**src/design/sts_pkg.sv**
```systemverilog
// Purpose: Constants and types shared by the self-test supervisor
// Assumes: One clock at 100 MHz, asynchronous active-high reset
// Notes:   Widths are fixed; no software-visible registers
package sts_pkg;
	localparam int        REC_W        = 64;
	localparam int        CRC_W        = 16;
	localparam logic [15:0] CRC_POLY   = 16'h1021;
	localparam logic [15:0] CRC_INIT   = 16'hFFFF;
	localparam int        BLK_W        = 32;
	localparam logic [5:0] ONES_MIN    = 6'h0A;
	localparam logic [5:0] ONES_MAX    = 6'h16;
	localparam logic [5:0] PW_MIN      = 6'h0F;
	localparam logic [5:0] PW_MAX      = 6'h1E;
	localparam logic [7:0] ASCII_LO    = 8'h20;
	localparam logic [7:0] ASCII_HI    = 8'h7E;
	localparam int        IND_NS       = 1000;
	localparam int        CLK_NS       = 10;
	localparam int        IND_CYC      = IND_NS / CLK_NS;
	localparam logic [7:0] IND_CYC_W   = 8'(IND_CYC);
	localparam int        IND_N        = 2;
	localparam logic [1:0] IND_ALL     = 2'h3;

	typedef enum logic [10:0] {
		STS_IND_ON   = 11'h001,
		STS_IND_OFF  = 11'h002,
		STS_SIG      = 11'h004,
		STS_ENC      = 11'h008,
		STS_DEC      = 11'h010,
		STS_GEN1     = 11'h020,
		STS_GEN2     = 11'h040,
		STS_REF      = 11'h080,
		STS_READY    = 11'h100,
		STS_ERR_HARD = 11'h200,
		STS_LOAD_ONLY = 11'h400
	} sts_state_t;
endpackage

```
**src/design/sts_sync.sv**
```systemverilog
// Purpose: Two-flip-flop synchroniser for one level from outside the clock domain
// Assumes: Input is a level held for several cycles
// Notes:   First stage feeds only the second
module sts_sync (
	input  wire logic clk,
	input  wire logic sys_rst,
	input  wire logic d,
	output logic      q
);
	logic meta;

	always_ff @(posedge clk or posedge sys_rst) begin
		if (sys_rst) begin
			meta <= 1'b0;
			q    <= 1'b0;
		end else begin
			meta <= d;
			q    <= meta;
		end
	end
endmodule

```
**src/design/sts_supervisor.sv**
```systemverilog
// Purpose: Power-up and conditional self-test supervisor with service gating
// Assumes: Engines (cipher, hash, generator, signature) are outside and answer by strobes
// Notes:   Power cycle equals sys_rst; only the synchronised pins are read by logic

// What this block does
// - Each key record carries a CRC over all fields; mismatch flags corruption.
// - Zeroize command clears the held first generator block and generator output; the reference is kept.
// - Power-up and on demand, run every cipher mode and hash; compare with expected.
// - After encryption, decrypt the result and compare with the original plaintext.
// - Generator check: seed, block, reseed, block; pass only when blocks differ.
// - Generator check also counts ones; out-of-range count fails it.
// - At power-up, verify code signature; integrity passes only on success.
// - At power-up drive every indicator active, then inactive.
// - Power off to on starts the whole power-up self-test set.
// - New code image is accepted only if its signature verifies.
// - At power-up store one generator output as reference only, never released.
// - Each later output equal to reference fails; else replace reference and return.
// - Algorithm, continuous or generator check failure: error until power cycle.
// - Integrity failure: error, show indication, then allow only code loading.
// - Load failure: error until power cycle; restart download afterwards.
// - Status indicator shows all tests passed or a failure error.
// - No cryptographic operation is performed in any error state.
// - Only one authenticated operator session at a time.
// - Key loading holds off crypto, service grants and data output until it completes.
// - Password accepted only with 15 to 30 printable ASCII characters.
// - No external read path to plaintext secret or private keys.
// - Data output suppressed during self-tests and any error state.
module sts_supervisor (
	input  wire logic                        clk,
	input  wire logic                        sys_rst,
	// Self-test engines
	input  wire logic                        test_req_pin,
	output logic                             eng_start,
	output sts_pkg::sts_state_t              eng_step,
	input  wire logic                        eng_done,
	input  wire logic                        eng_match,
	input  wire logic [sts_pkg::BLK_W-1:0]   eng_block,
	// Generator requests
	input  wire logic                        rng_valid,
	input  wire logic [sts_pkg::BLK_W-1:0]   rng_data,
	output logic                             rng_out_valid,
	output logic [sts_pkg::BLK_W-1:0]        rng_out,
	// Code download
	input  wire logic                        load_done,
	input  wire logic                        load_sig_ok,
	output logic                             load_accept,
	// Key records
	input  wire logic                        rec_valid,
	input  wire logic [sts_pkg::REC_W-1:0]   rec_fields,
	input  wire logic [sts_pkg::CRC_W-1:0]   rec_crc,
	output logic                             rec_corrupt,
	output logic [sts_pkg::CRC_W-1:0]        rec_crc_new,
	// Zeroize, keys, sessions
	input  wire logic                        zeroize_pin,
	output logic                             zeroize_now,
	output logic                             key_read_en,
	input  wire logic                        login_req,
	input  wire logic                        logout_req,
	input  wire logic [5:0]                  pw_len,
	input  wire logic                        pw_printable,
	output logic                             login_ok,
	output logic                             session_active,
	input  wire logic                        keyload_busy,
	// Service gating and status
	input  wire logic                        svc_req,
	output logic                             svc_grant,
	output logic                             crypto_en,
	output logic                             data_out_en,
	output logic                             ready,
	output logic                             status_pass,
	output logic                             status_error,
	output logic [sts_pkg::IND_N-1:0]        indicators
);
	//------------------------------------------------------------
	// Pin synchronisers
	//------------------------------------------------------------
	logic test_req_s;
	logic zeroize_s;

	sts_sync u_sync_test (
		.clk     (clk),
		.sys_rst (sys_rst),
		.d       (test_req_pin),
		.q       (test_req_s)
	);
	sts_sync u_sync_zero (
		.clk     (clk),
		.sys_rst (sys_rst),
		.d       (zeroize_pin),
		.q       (zeroize_s)
	);

	//------------------------------------------------------------
	// State and datapath registers
	//------------------------------------------------------------
	sts_pkg::sts_state_t   state;
	sts_pkg::sts_state_t   next_state;
	logic [7:0]            ind_cnt;
	logic [sts_pkg::BLK_W-1:0] blk1;
	logic [sts_pkg::BLK_W-1:0] ref_val;
	logic                  test_req_d;
	logic                  busy;
	logic                  gen_ok;

	wire test_rise  = test_req_s & ~test_req_d;
	wire ind_tick   = (ind_cnt == sts_pkg::IND_CYC_W);
	wire in_err     = (state == sts_pkg::STS_ERR_HARD) || (state == sts_pkg::STS_LOAD_ONLY);
	wire in_ready   = (state == sts_pkg::STS_READY);
	wire testing    = ~in_err & ~in_ready;
	wire step_done  = eng_done & eng_start;

	// Ones count of the second block, checked against range
	logic [5:0] ones;
	always_comb begin
		ones = 6'h00;
		for (int i = 0; i < sts_pkg::BLK_W; i++) begin
			ones = ones + 6'(eng_block[i]);
		end
	end
	wire ones_ok  = (ones >= sts_pkg::ONES_MIN) && (ones <= sts_pkg::ONES_MAX);
	wire blk_diff = (eng_block != blk1);

	// Engine is started in every step that needs it
	assign eng_step  = state;
	assign eng_start = (state == sts_pkg::STS_SIG) || (state == sts_pkg::STS_ENC)
		|| (state == sts_pkg::STS_DEC) || (state == sts_pkg::STS_GEN1)
		|| (state == sts_pkg::STS_GEN2) || (state == sts_pkg::STS_REF);

	//------------------------------------------------------------
	// Sequencer
	//------------------------------------------------------------
	always_comb begin
		next_state = state;
		case (state)
			sts_pkg::STS_IND_ON:  if (ind_tick) next_state = sts_pkg::STS_IND_OFF;
			sts_pkg::STS_IND_OFF: if (ind_tick) next_state = sts_pkg::STS_SIG;
			sts_pkg::STS_SIG: if (step_done) begin
				next_state = eng_match ? sts_pkg::STS_ENC : sts_pkg::STS_LOAD_ONLY;
			end
			sts_pkg::STS_ENC: if (step_done) begin
				next_state = eng_match ? sts_pkg::STS_DEC : sts_pkg::STS_ERR_HARD;
			end
			sts_pkg::STS_DEC: if (step_done) begin
				next_state = eng_match ? sts_pkg::STS_GEN1 : sts_pkg::STS_ERR_HARD;
			end
			sts_pkg::STS_GEN1: if (step_done) next_state = sts_pkg::STS_GEN2;
			sts_pkg::STS_GEN2: if (step_done) begin
				next_state = (blk_diff && ones_ok) ? sts_pkg::STS_REF
					: sts_pkg::STS_ERR_HARD;
			end
			sts_pkg::STS_REF: if (step_done) next_state = sts_pkg::STS_READY;
			sts_pkg::STS_READY: begin
				if (gen_ok == 1'b0) next_state = sts_pkg::STS_ERR_HARD;
				else if (test_rise) next_state = sts_pkg::STS_ENC;
			end
			sts_pkg::STS_LOAD_ONLY: if (load_done && !load_sig_ok) begin
				next_state = sts_pkg::STS_ERR_HARD;
			end
			sts_pkg::STS_ERR_HARD: next_state = sts_pkg::STS_ERR_HARD;
			default: next_state = sts_pkg::STS_ERR_HARD;
		endcase
	end

	// Reset is the power cycle: all tests restart from the top
	always_ff @(posedge clk or posedge sys_rst) begin
		if (sys_rst) begin
			state <= sts_pkg::STS_IND_ON;
		end else begin
			state <= next_state;
		end
	end

	always_ff @(posedge clk or posedge sys_rst) begin
		if (sys_rst) begin
			ind_cnt    <= 8'h00;
			test_req_d <= 1'b0;
		end else begin
			test_req_d <= test_req_s;
			ind_cnt    <= (ind_tick || next_state != state) ? 8'h00 : ind_cnt + 8'h01;
		end
	end

	//------------------------------------------------------------
	// Generator blocks and continuous comparison
	//------------------------------------------------------------
	wire rng_same = rng_valid && (rng_data == ref_val);
	always_ff @(posedge clk or posedge sys_rst) begin
		if (sys_rst) begin
			blk1          <= '0;
			ref_val       <= '0;
			gen_ok        <= 1'b1;
			rng_out_valid <= 1'b0;
			rng_out       <= '0;
		end else begin
			rng_out_valid <= 1'b0;
			if (state == sts_pkg::STS_GEN1 && step_done) begin
				blk1 <= eng_block;
			end
			if (state == sts_pkg::STS_REF && step_done) begin
				ref_val <= eng_block;
			end
			if (in_ready && rng_valid && !zeroize_s) begin
				if (rng_same) begin
					gen_ok <= 1'b0;
				end else begin
					ref_val       <= rng_data;
					rng_out       <= rng_data;
					rng_out_valid <= 1'b1;
				end
			end
			if (zeroize_s) begin
				blk1    <= '0;
				rng_out <= '0;
			end
		end
	end

	//------------------------------------------------------------
	// Key record CRC check
	//------------------------------------------------------------
	logic [sts_pkg::CRC_W-1:0] crc_calc;
	always_comb begin
		crc_calc = sts_pkg::CRC_INIT;
		for (int i = sts_pkg::REC_W - 1; i >= 0; i--) begin
			crc_calc = {crc_calc[sts_pkg::CRC_W-2:0], 1'b0}
				^ ((crc_calc[sts_pkg::CRC_W-1] ^ rec_fields[i]) ? sts_pkg::CRC_POLY
				: 16'h0000);
		end
	end

	always_ff @(posedge clk or posedge sys_rst) begin
		if (sys_rst) begin
			rec_corrupt <= 1'b0;
			rec_crc_new <= '0;
		end else if (rec_valid) begin
			rec_corrupt <= (crc_calc != rec_crc);
			rec_crc_new <= crc_calc;
		end
	end

	//------------------------------------------------------------
	// Sessions and password policy
	//------------------------------------------------------------
	wire pw_ok = pw_printable && (pw_len >= sts_pkg::PW_MIN) && (pw_len <= sts_pkg::PW_MAX);
	wire login_take = login_req && pw_ok && !session_active && in_ready;
	always_ff @(posedge clk or posedge sys_rst) begin
		if (sys_rst) begin
			session_active <= 1'b0;
			login_ok       <= 1'b0;
		end else begin
			login_ok <= login_take;
			if (login_take) begin
				session_active <= 1'b1;
			end else if (logout_req || in_err) begin
				session_active <= 1'b0;
			end
		end
	end

	//------------------------------------------------------------
	// Gating and status outputs
	//------------------------------------------------------------
	always_ff @(posedge clk or posedge sys_rst) begin
		if (sys_rst) begin
			indicators   <= '0;
			status_pass  <= 1'b0;
			status_error <= 1'b0;
			busy         <= 1'b0;
		end else begin
			indicators   <= (next_state == sts_pkg::STS_IND_ON) ? sts_pkg::IND_ALL : '0;
			status_pass  <= (next_state == sts_pkg::STS_READY);
			status_error <= (next_state == sts_pkg::STS_ERR_HARD)
				|| (next_state == sts_pkg::STS_LOAD_ONLY);
			busy         <= keyload_busy;
		end
	end

	assign zeroize_now   = zeroize_s;
	assign key_read_en   = 1'b0;
	assign ready         = in_ready;
	assign crypto_en     = in_ready & ~busy & ~zeroize_s;
	assign svc_grant     = svc_req & crypto_en & session_active;
	assign data_out_en   = in_ready & ~testing & ~busy & ~zeroize_s;
	assign load_accept   = (state == sts_pkg::STS_LOAD_ONLY) & load_done & load_sig_ok;
endmodule

```
**config.mk**
```make
export PLATFORM = sky130hd
export DESIGN_NAME = sts_supervisor
export DESIGN_NICKNAME = d
export VERILOG_FILES = /design/src/design/sts_pkg.sv /design/src/design/sts_sync.sv /design/src/design/sts_supervisor.sv
export SDC_FILE = /design/constraint.sdc
export NUM_CORES = 1
export LEC_CHECK = 0
export BUFFER_PORTS_ARGS = -buffer_cell sky130_fd_sc_hd__clkbuf_2
export CAP_MARGIN = 0
export CORE_MARGIN = 4
export CORE_UTILIZATION = 35
export CTS_CLUSTER_DIAMETER = 200
export DETAILED_ROUTE_END_ITERATION = 8
export GPL_TIMING_DRIVEN = 0
export HOLD_SLACK_MARGIN = 0.03
export PLACE_DENSITY_LB_ADDON = 0.1
export SLEW_MARGIN = 40
export SYNTH_ARGS = -nofsm -noshare
export SYNTH_HDL_FRONTEND = slang
export SYNTH_HIERARCHICAL = 1
export SYNTH_SLANG_ARGS = --single-unit
```
**constraint.sdc**
```tcl
create_clock -name clk -period 5.8 [get_ports clk]
set_clock_uncertainty 0.1 [all_clocks]
set_input_delay 1.16 -clock clk [delete_from_list [all_inputs] [get_ports clk]]
set_output_delay 1.16 -clock clk [all_outputs]
set_load 0.005 [all_outputs]
```
==> results of run 1 <==
[worst max-delay path by stage]
stage               cells past startpoint  slack, ps                    to
CTS                                    24       -960  ind_cnt[0]$_DFF_PP0_
global placement                       23      -1780  ind_cnt[0]$_DFF_PP0_
floorplan                              22       -840  ind_cnt[0]$_DFF_PP0_
detailed placement                     23      -1790  ind_cnt[5]$_DFF_PP0_
global route                           24      -1190  ind_cnt[7]$_DFF_PP0_
finish                                 24       -900  ind_cnt[5]$_DFF_PP0_
[sequential cells by signal (all words and copies together) (netlist names), 8 cells and up]
register,count
rec_crc_new,16
ind_cnt,8
rng_out,32
ref_val,32
eng_step,11
blk1,32
[layout make-up]
cell class | count | area share (%)
flip-flops and latches | 145 | 27.0
inverters | 67 | 1.97
clock inverters | 15 | 1.32
plain buffers | 43 | 1.42
clock buffers | 17 | 3.17
diodes | 1 | 0.0186
multi-input cells | 751 | 50.6
repair buffers | 247 | 10.8
well taps | 396 | 3.69
[through the flow]
step,hold slack [ps],TNS [ps]
finish,252,-9130
global route,260,-12120
CTS,253,-9750
detailed placement,236,-18280
global placement,233,-219900
floorplan,231,-8160
[metal layers]
metal  track usage (%)  vias to the layer above
met2              30.5                      234
met1              26.6                     3918
met4              5.72                        0
met5                 0                        -
li1                  -                     3917
met3              2.73                       24
[worst max-delay path: stages]
cell	delay, ps
clkbuf_16	110
inv_4	30
fa_1	570
fa_2	480
fa_1	570
fa_1	450
fa_1	560
fa_1	420
inv_1	70
ha_2	180
inv_2	40
fa_2	340
buf_6	130
xor2_4	140
nor3b_2	60
or4_1	460
a222oi_1	280
buf_4	200
nor2_4	40
a21oi_2	90
o21ai_1	80
nand4_1	150
o2111ai_4	210
nor2_1	150
[timing repair]
item	4_1_cts	5_1_grt
endpoints found under the setup margin	11	11
setup buffers	7	2
pin swaps	22	18
gates resized for setup	50	5
[cells by family after synthesis]
logic type / count (synthesis)
adder cells (fa/ha/maj): 33
XOR/XNOR: 272
multiplexers: 48
AND/OR/NAND/NOR: 247
flip-flops: 145
other: 1
AO/OA/AOI/OAI: 150
buffers and inverters: 110
[Yosys cell counts, drive strengths merged (14+ instances only)]
library cell / number / area [um2]
fa: 24 / 480
clkbuf: 35 / 131
xnor3: 54 / 1220
dfrtp: 143 / 3580
nor2: 31 / 116
nand2: 129 / 484
xor3: 14 / 335
nand4: 20 / 125
xor2: 37 / 354
o21ai: 49 / 245
a22o: 31 / 272
a21oi: 45 / 225
mux2i: 36 / 360
inv: 67 / 251
xnor2: 167 / 1610
==> results.cfg, run 1 <==
[logic_synthesis]
synth_seq_area_share_pct = 33.7
yosys.area_share.simple_pct = 10.7
synthCells = 1006
ys.warnings.count = 6
syn_area_mm2 = 0.0108
ys_ff_latch = 145
syn_area_per_cell_um2 = 10.7
ys.flop_type = dfrtp_1
synth_top_family_by_area = XOR/XNOR gates
synth-async-reset-ratio_pct = 100
synth.mux.area_fraction_pct = 4.59
synth_xor_xnor_area_share_pct = 32.6
synth-adder-area-share_pct = 5.50
synth_edf_count = 0
ys_types = 61
syn_nets = 1204
synth_compound_area_share_pct = 8.78

[outcome]
outcome = finished, violations left
violations = negative setup slack

[place]
dp_hpwl_mm = 25.9
pre_cts_ws_ps = -1790
portBuffers = 236
dp.cells = 1640
gp_congestion = 0.850
place_area_mm2 = 0.0125

[min_path]
min_path_type = flop to flop
hp-start = u_sync_zero/meta$_DFF_PP0_
holdPathEnd = u_sync_zero/q$_DFF_PP0_
hold_depth = 0

[sta]
slew_viol_final = 0
tightest_slew_ps = 792
slew_headroom_pct = 47.2
period_minus_slack_ps = 6700
post-route-period-util_pct = 115
fmax_mhz = 149
setup_ws_ps = -899
rsz0062_at_grt = true
hold_violations = 0
setup_violations = 11

[final_layout]
final_util_pct = 44.0
stdcell_area_mm2 = 0.0134
drive_above_1_share_pct = 27.1
layout_commonest_cell = clkbuf_2
fin_cells = 1682
final_nets = 1470
fill_cells = 2983
regArea_mm2 = 0.00363
area_growth_pct = 24.5
layout_common_cells = 221 x clkbuf_2, 154 x xnor2_1, 143 x dfrtp_1
multi_input_area_mm2 = 0.00679

[clock_network]
worstSkewPairLatency_ps = 430
cts_tree = built
holdBufCountCts = 0
clockBufferDepth = 2
path_clk_slew_ps = 70
cts-root-buf = clkbuf_16
numCtsBuffers = 17
h-tree-depth = 4
cts.sinks = 145

[drt]
met2_length_mm = 15.0
wire_per_inst_um = 18.9
met3WireLength_mm = 1.49
drtIter0Drc = 361
route.detailed.drc = 0
num_vias = 8093
drt_pass1_iterations = 5
viasPerCell = 4.81
drt-met1-wl_mm = 14.8
wl_mm = 31.8
top_layer = met4
antenna_left = 0

[global_routing]
grt_pass1_wl_mm = 48.5
grt_max_degree = 73
grt_overflow = 0
grt_pass1_vias = 8274
gr-usage-all-layers_pct = 18.9
antenna_found_initial = 1

[critical_path]
arrival_ps = 6950
cp_max_fo = 8
critPathLaunch = eng_block[5]
end_kind = flop
r2r_slack_ps = 1710
reg2reg_depth = 11
worstReg2RegStart = eng_step[4]$_DFF_PP0_
cp-start-kind = input port
regToRegEndpoint = ref_val[31]$_DFF_PP0_
required_ps = 6050
critPathKind = input port to flop

[run]
cap_viol_max_count = 0

[floorplan]
die_y_um = 184
core_mm2 = 0.0305
row_count = 64
io_pins = 240
die_area_mm2 = 0.0337
fp.dieW_um = 184
start_util_pct = 35.4
Power of run 1 is left out: the tool's default activity adds up to more than one toggle a clock period on the data nets, which glitch-free logic cannot reach.
==> inputs of run 2 (changes only) <==
Settings changed: CELL_PAD_IN_SITES_DETAIL_PLACEMENT set to 0, CELL_PAD_IN_SITES_GLOBAL_PLACEMENT set to 1, REMOVE_ABC_BUFFERS set to 1.
==> results.cfg, run 2 (synthesis gave the netlist of run 1 again) <==
[clock_network]
holdBufCountCts = 0
cts_tree = built
worstSkewPairLatency_ps = 440
clockBufferDepth = 2
numCtsBuffers = 17
h-tree-depth = 4
cts-root-buf = clkbuf_16
path_clk_slew_ps = 70
cts.sinks = 145

[critical_path]
cp-start-kind = input port
path_cells = clkbuf_8 > inv_1 > fa_1 > fa_1 > fa_1 > fa_1 > fa_1 > fa_1 > inv_2 > ha_4 > inv_2 > fa_2 > nor2b_1 > o21ai_1 > nor3b_2 > or4_1 > a222oi_1 > buf_4 > nor2_4 > a21oi_2 > o21ai_1 > nand4_1 > o2111ai_4 > nor2_1
slowest_stage = fa_1
required_ps = 6050
end_kind = flop
cp_common_cell = fa_1
arrival_ps = 6960
cpPeakStageDelay_ps = 550
critPathKind = input port to flop
cp_max_fo = 8

[final_layout]
layout_commonest_cell = clkbuf_2
final_util_pct = 43.9
reg_top3 = blk1 (32), ref_val (32), rng_out (32)
diodes = 0
fin_cells = 1647
area_growth_pct = 24.3
final_nets = 1436
drive_above_1_share_pct = 28.7
layout_common_cells = 225 x clkbuf_2, 154 x xnor2_1, 142 x dfrtp_1

[global_routing]
grt_max_degree = 62
grt_overflow = 0
grt_pass1_vias = 8173
antenna_found_initial = 1
gr-usage-all-layers_pct = 17.8
grt_pass1_wl_mm = 46.8

[run]
cap_viol_max_count = 0

[floorplan]
die_area_mm2 = 0.0337
start_util_pct = 35.4
fp.dieW_um = 184
die_y_um = 184
row_count = 64
core_mm2 = 0.0305
io_pins = 240

[sta]
setup_violations = 11
fmax_mhz = 149
post-route-period-util_pct = 116
rsz0062_at_grt = true
setup_ws_ps = -915
tightest_slew_ps = 758
hold_violations = 0
hold_slack_ps = 253
slew_headroom_pct = 49.4
period_minus_slack_ps = 6710
slew_viol_final = 0

[drt]
viasPerCell = 4.72
route.detailed.drc = 0
antenna_left = 0
num_vias = 7771
drtIter0Drc = 270
wire_per_inst_um = 18.0
wl_mm = 29.6
drt_pass1_iterations = 6

[min_path]
min_path_type = flop to flop

[place]
dp.cells = 1605
dp_hpwl_mm = 23.7
portBuffers = 238
gp_congestion = 0.806
pre_cts_ws_ps = -2050

[outcome]
outcome = finished, violations left
violations = negative setup slack
==> run 2: area by class of cell <==
cell class                      count  area (um2)
Tap cell                          396         495
Fill cell                        2976       17100
Timing Repair Buffer              256        1540
Inverter                           67         262
Sequential cell                   145        3630
Clock buffer                       18         439
Clock inverter                     14         211
Multi-Input combinational cell    751        6830
==> run 2: worst paths after layout <==
kind,depth (start not counted),start,to,slack (ps)
setup / recovery,24,eng_block[15],ind_cnt[2]$_DFF_PP0_,-910
hold / removal,0,u_sync_test/meta$_DFF_PP0_,u_sync_test/q$_DFF_PP0_,250
setup reg to reg,12,eng_step[3]$_DFF_PP0_,ind_cnt[2]$_DFF_PP0_,2340
hold reg to reg,0,u_sync_test/meta$_DFF_PP0_,u_sync_test/q$_DFF_PP0_,250
max in group asynchronous,4,sys_rst,eng_step[0]$_DFF_PP1_,4060
min in group asynchronous,2,sys_rst,u_sync_zero/meta$_DFF_PP0_,530
==> run 2: stage by stage <==
stage | area [um2] | TNS, ps
after floorplan | 10600 | -9680
after global placement | 12300 | -260250
after detailed placement | 12500 | -20580
after CTS | 13300 | -9220
after global routing | 13400 | -11950
final | 13400 | -9300
==> run 2: what timing repair did <==
action                     4_1_cts  5_1_grt
resized for setup               34       28
pin swaps                       24       22
setup endpoints to repair       11       11
setup buffers                    6        5
==> run 2: per-layer routing <==
metal | track usage (%) | wire length, um
met4 | 3.07 | 183
met1 | 24.4 | 13500
met2 | 30.4 | 14600
met5 | 0 | 20
met3 | 2.71 | 1330
==> run 2: worst max-delay path, delay by kind of cell <==
family,cells,cell delay (ps)
buffers and inverters,5,490
and+or+nand+nor,6,1140
AOI/OAI and AO/OA,5,750
adders and majority gates,8,3450
Power of run 2 is left out for the same reason.
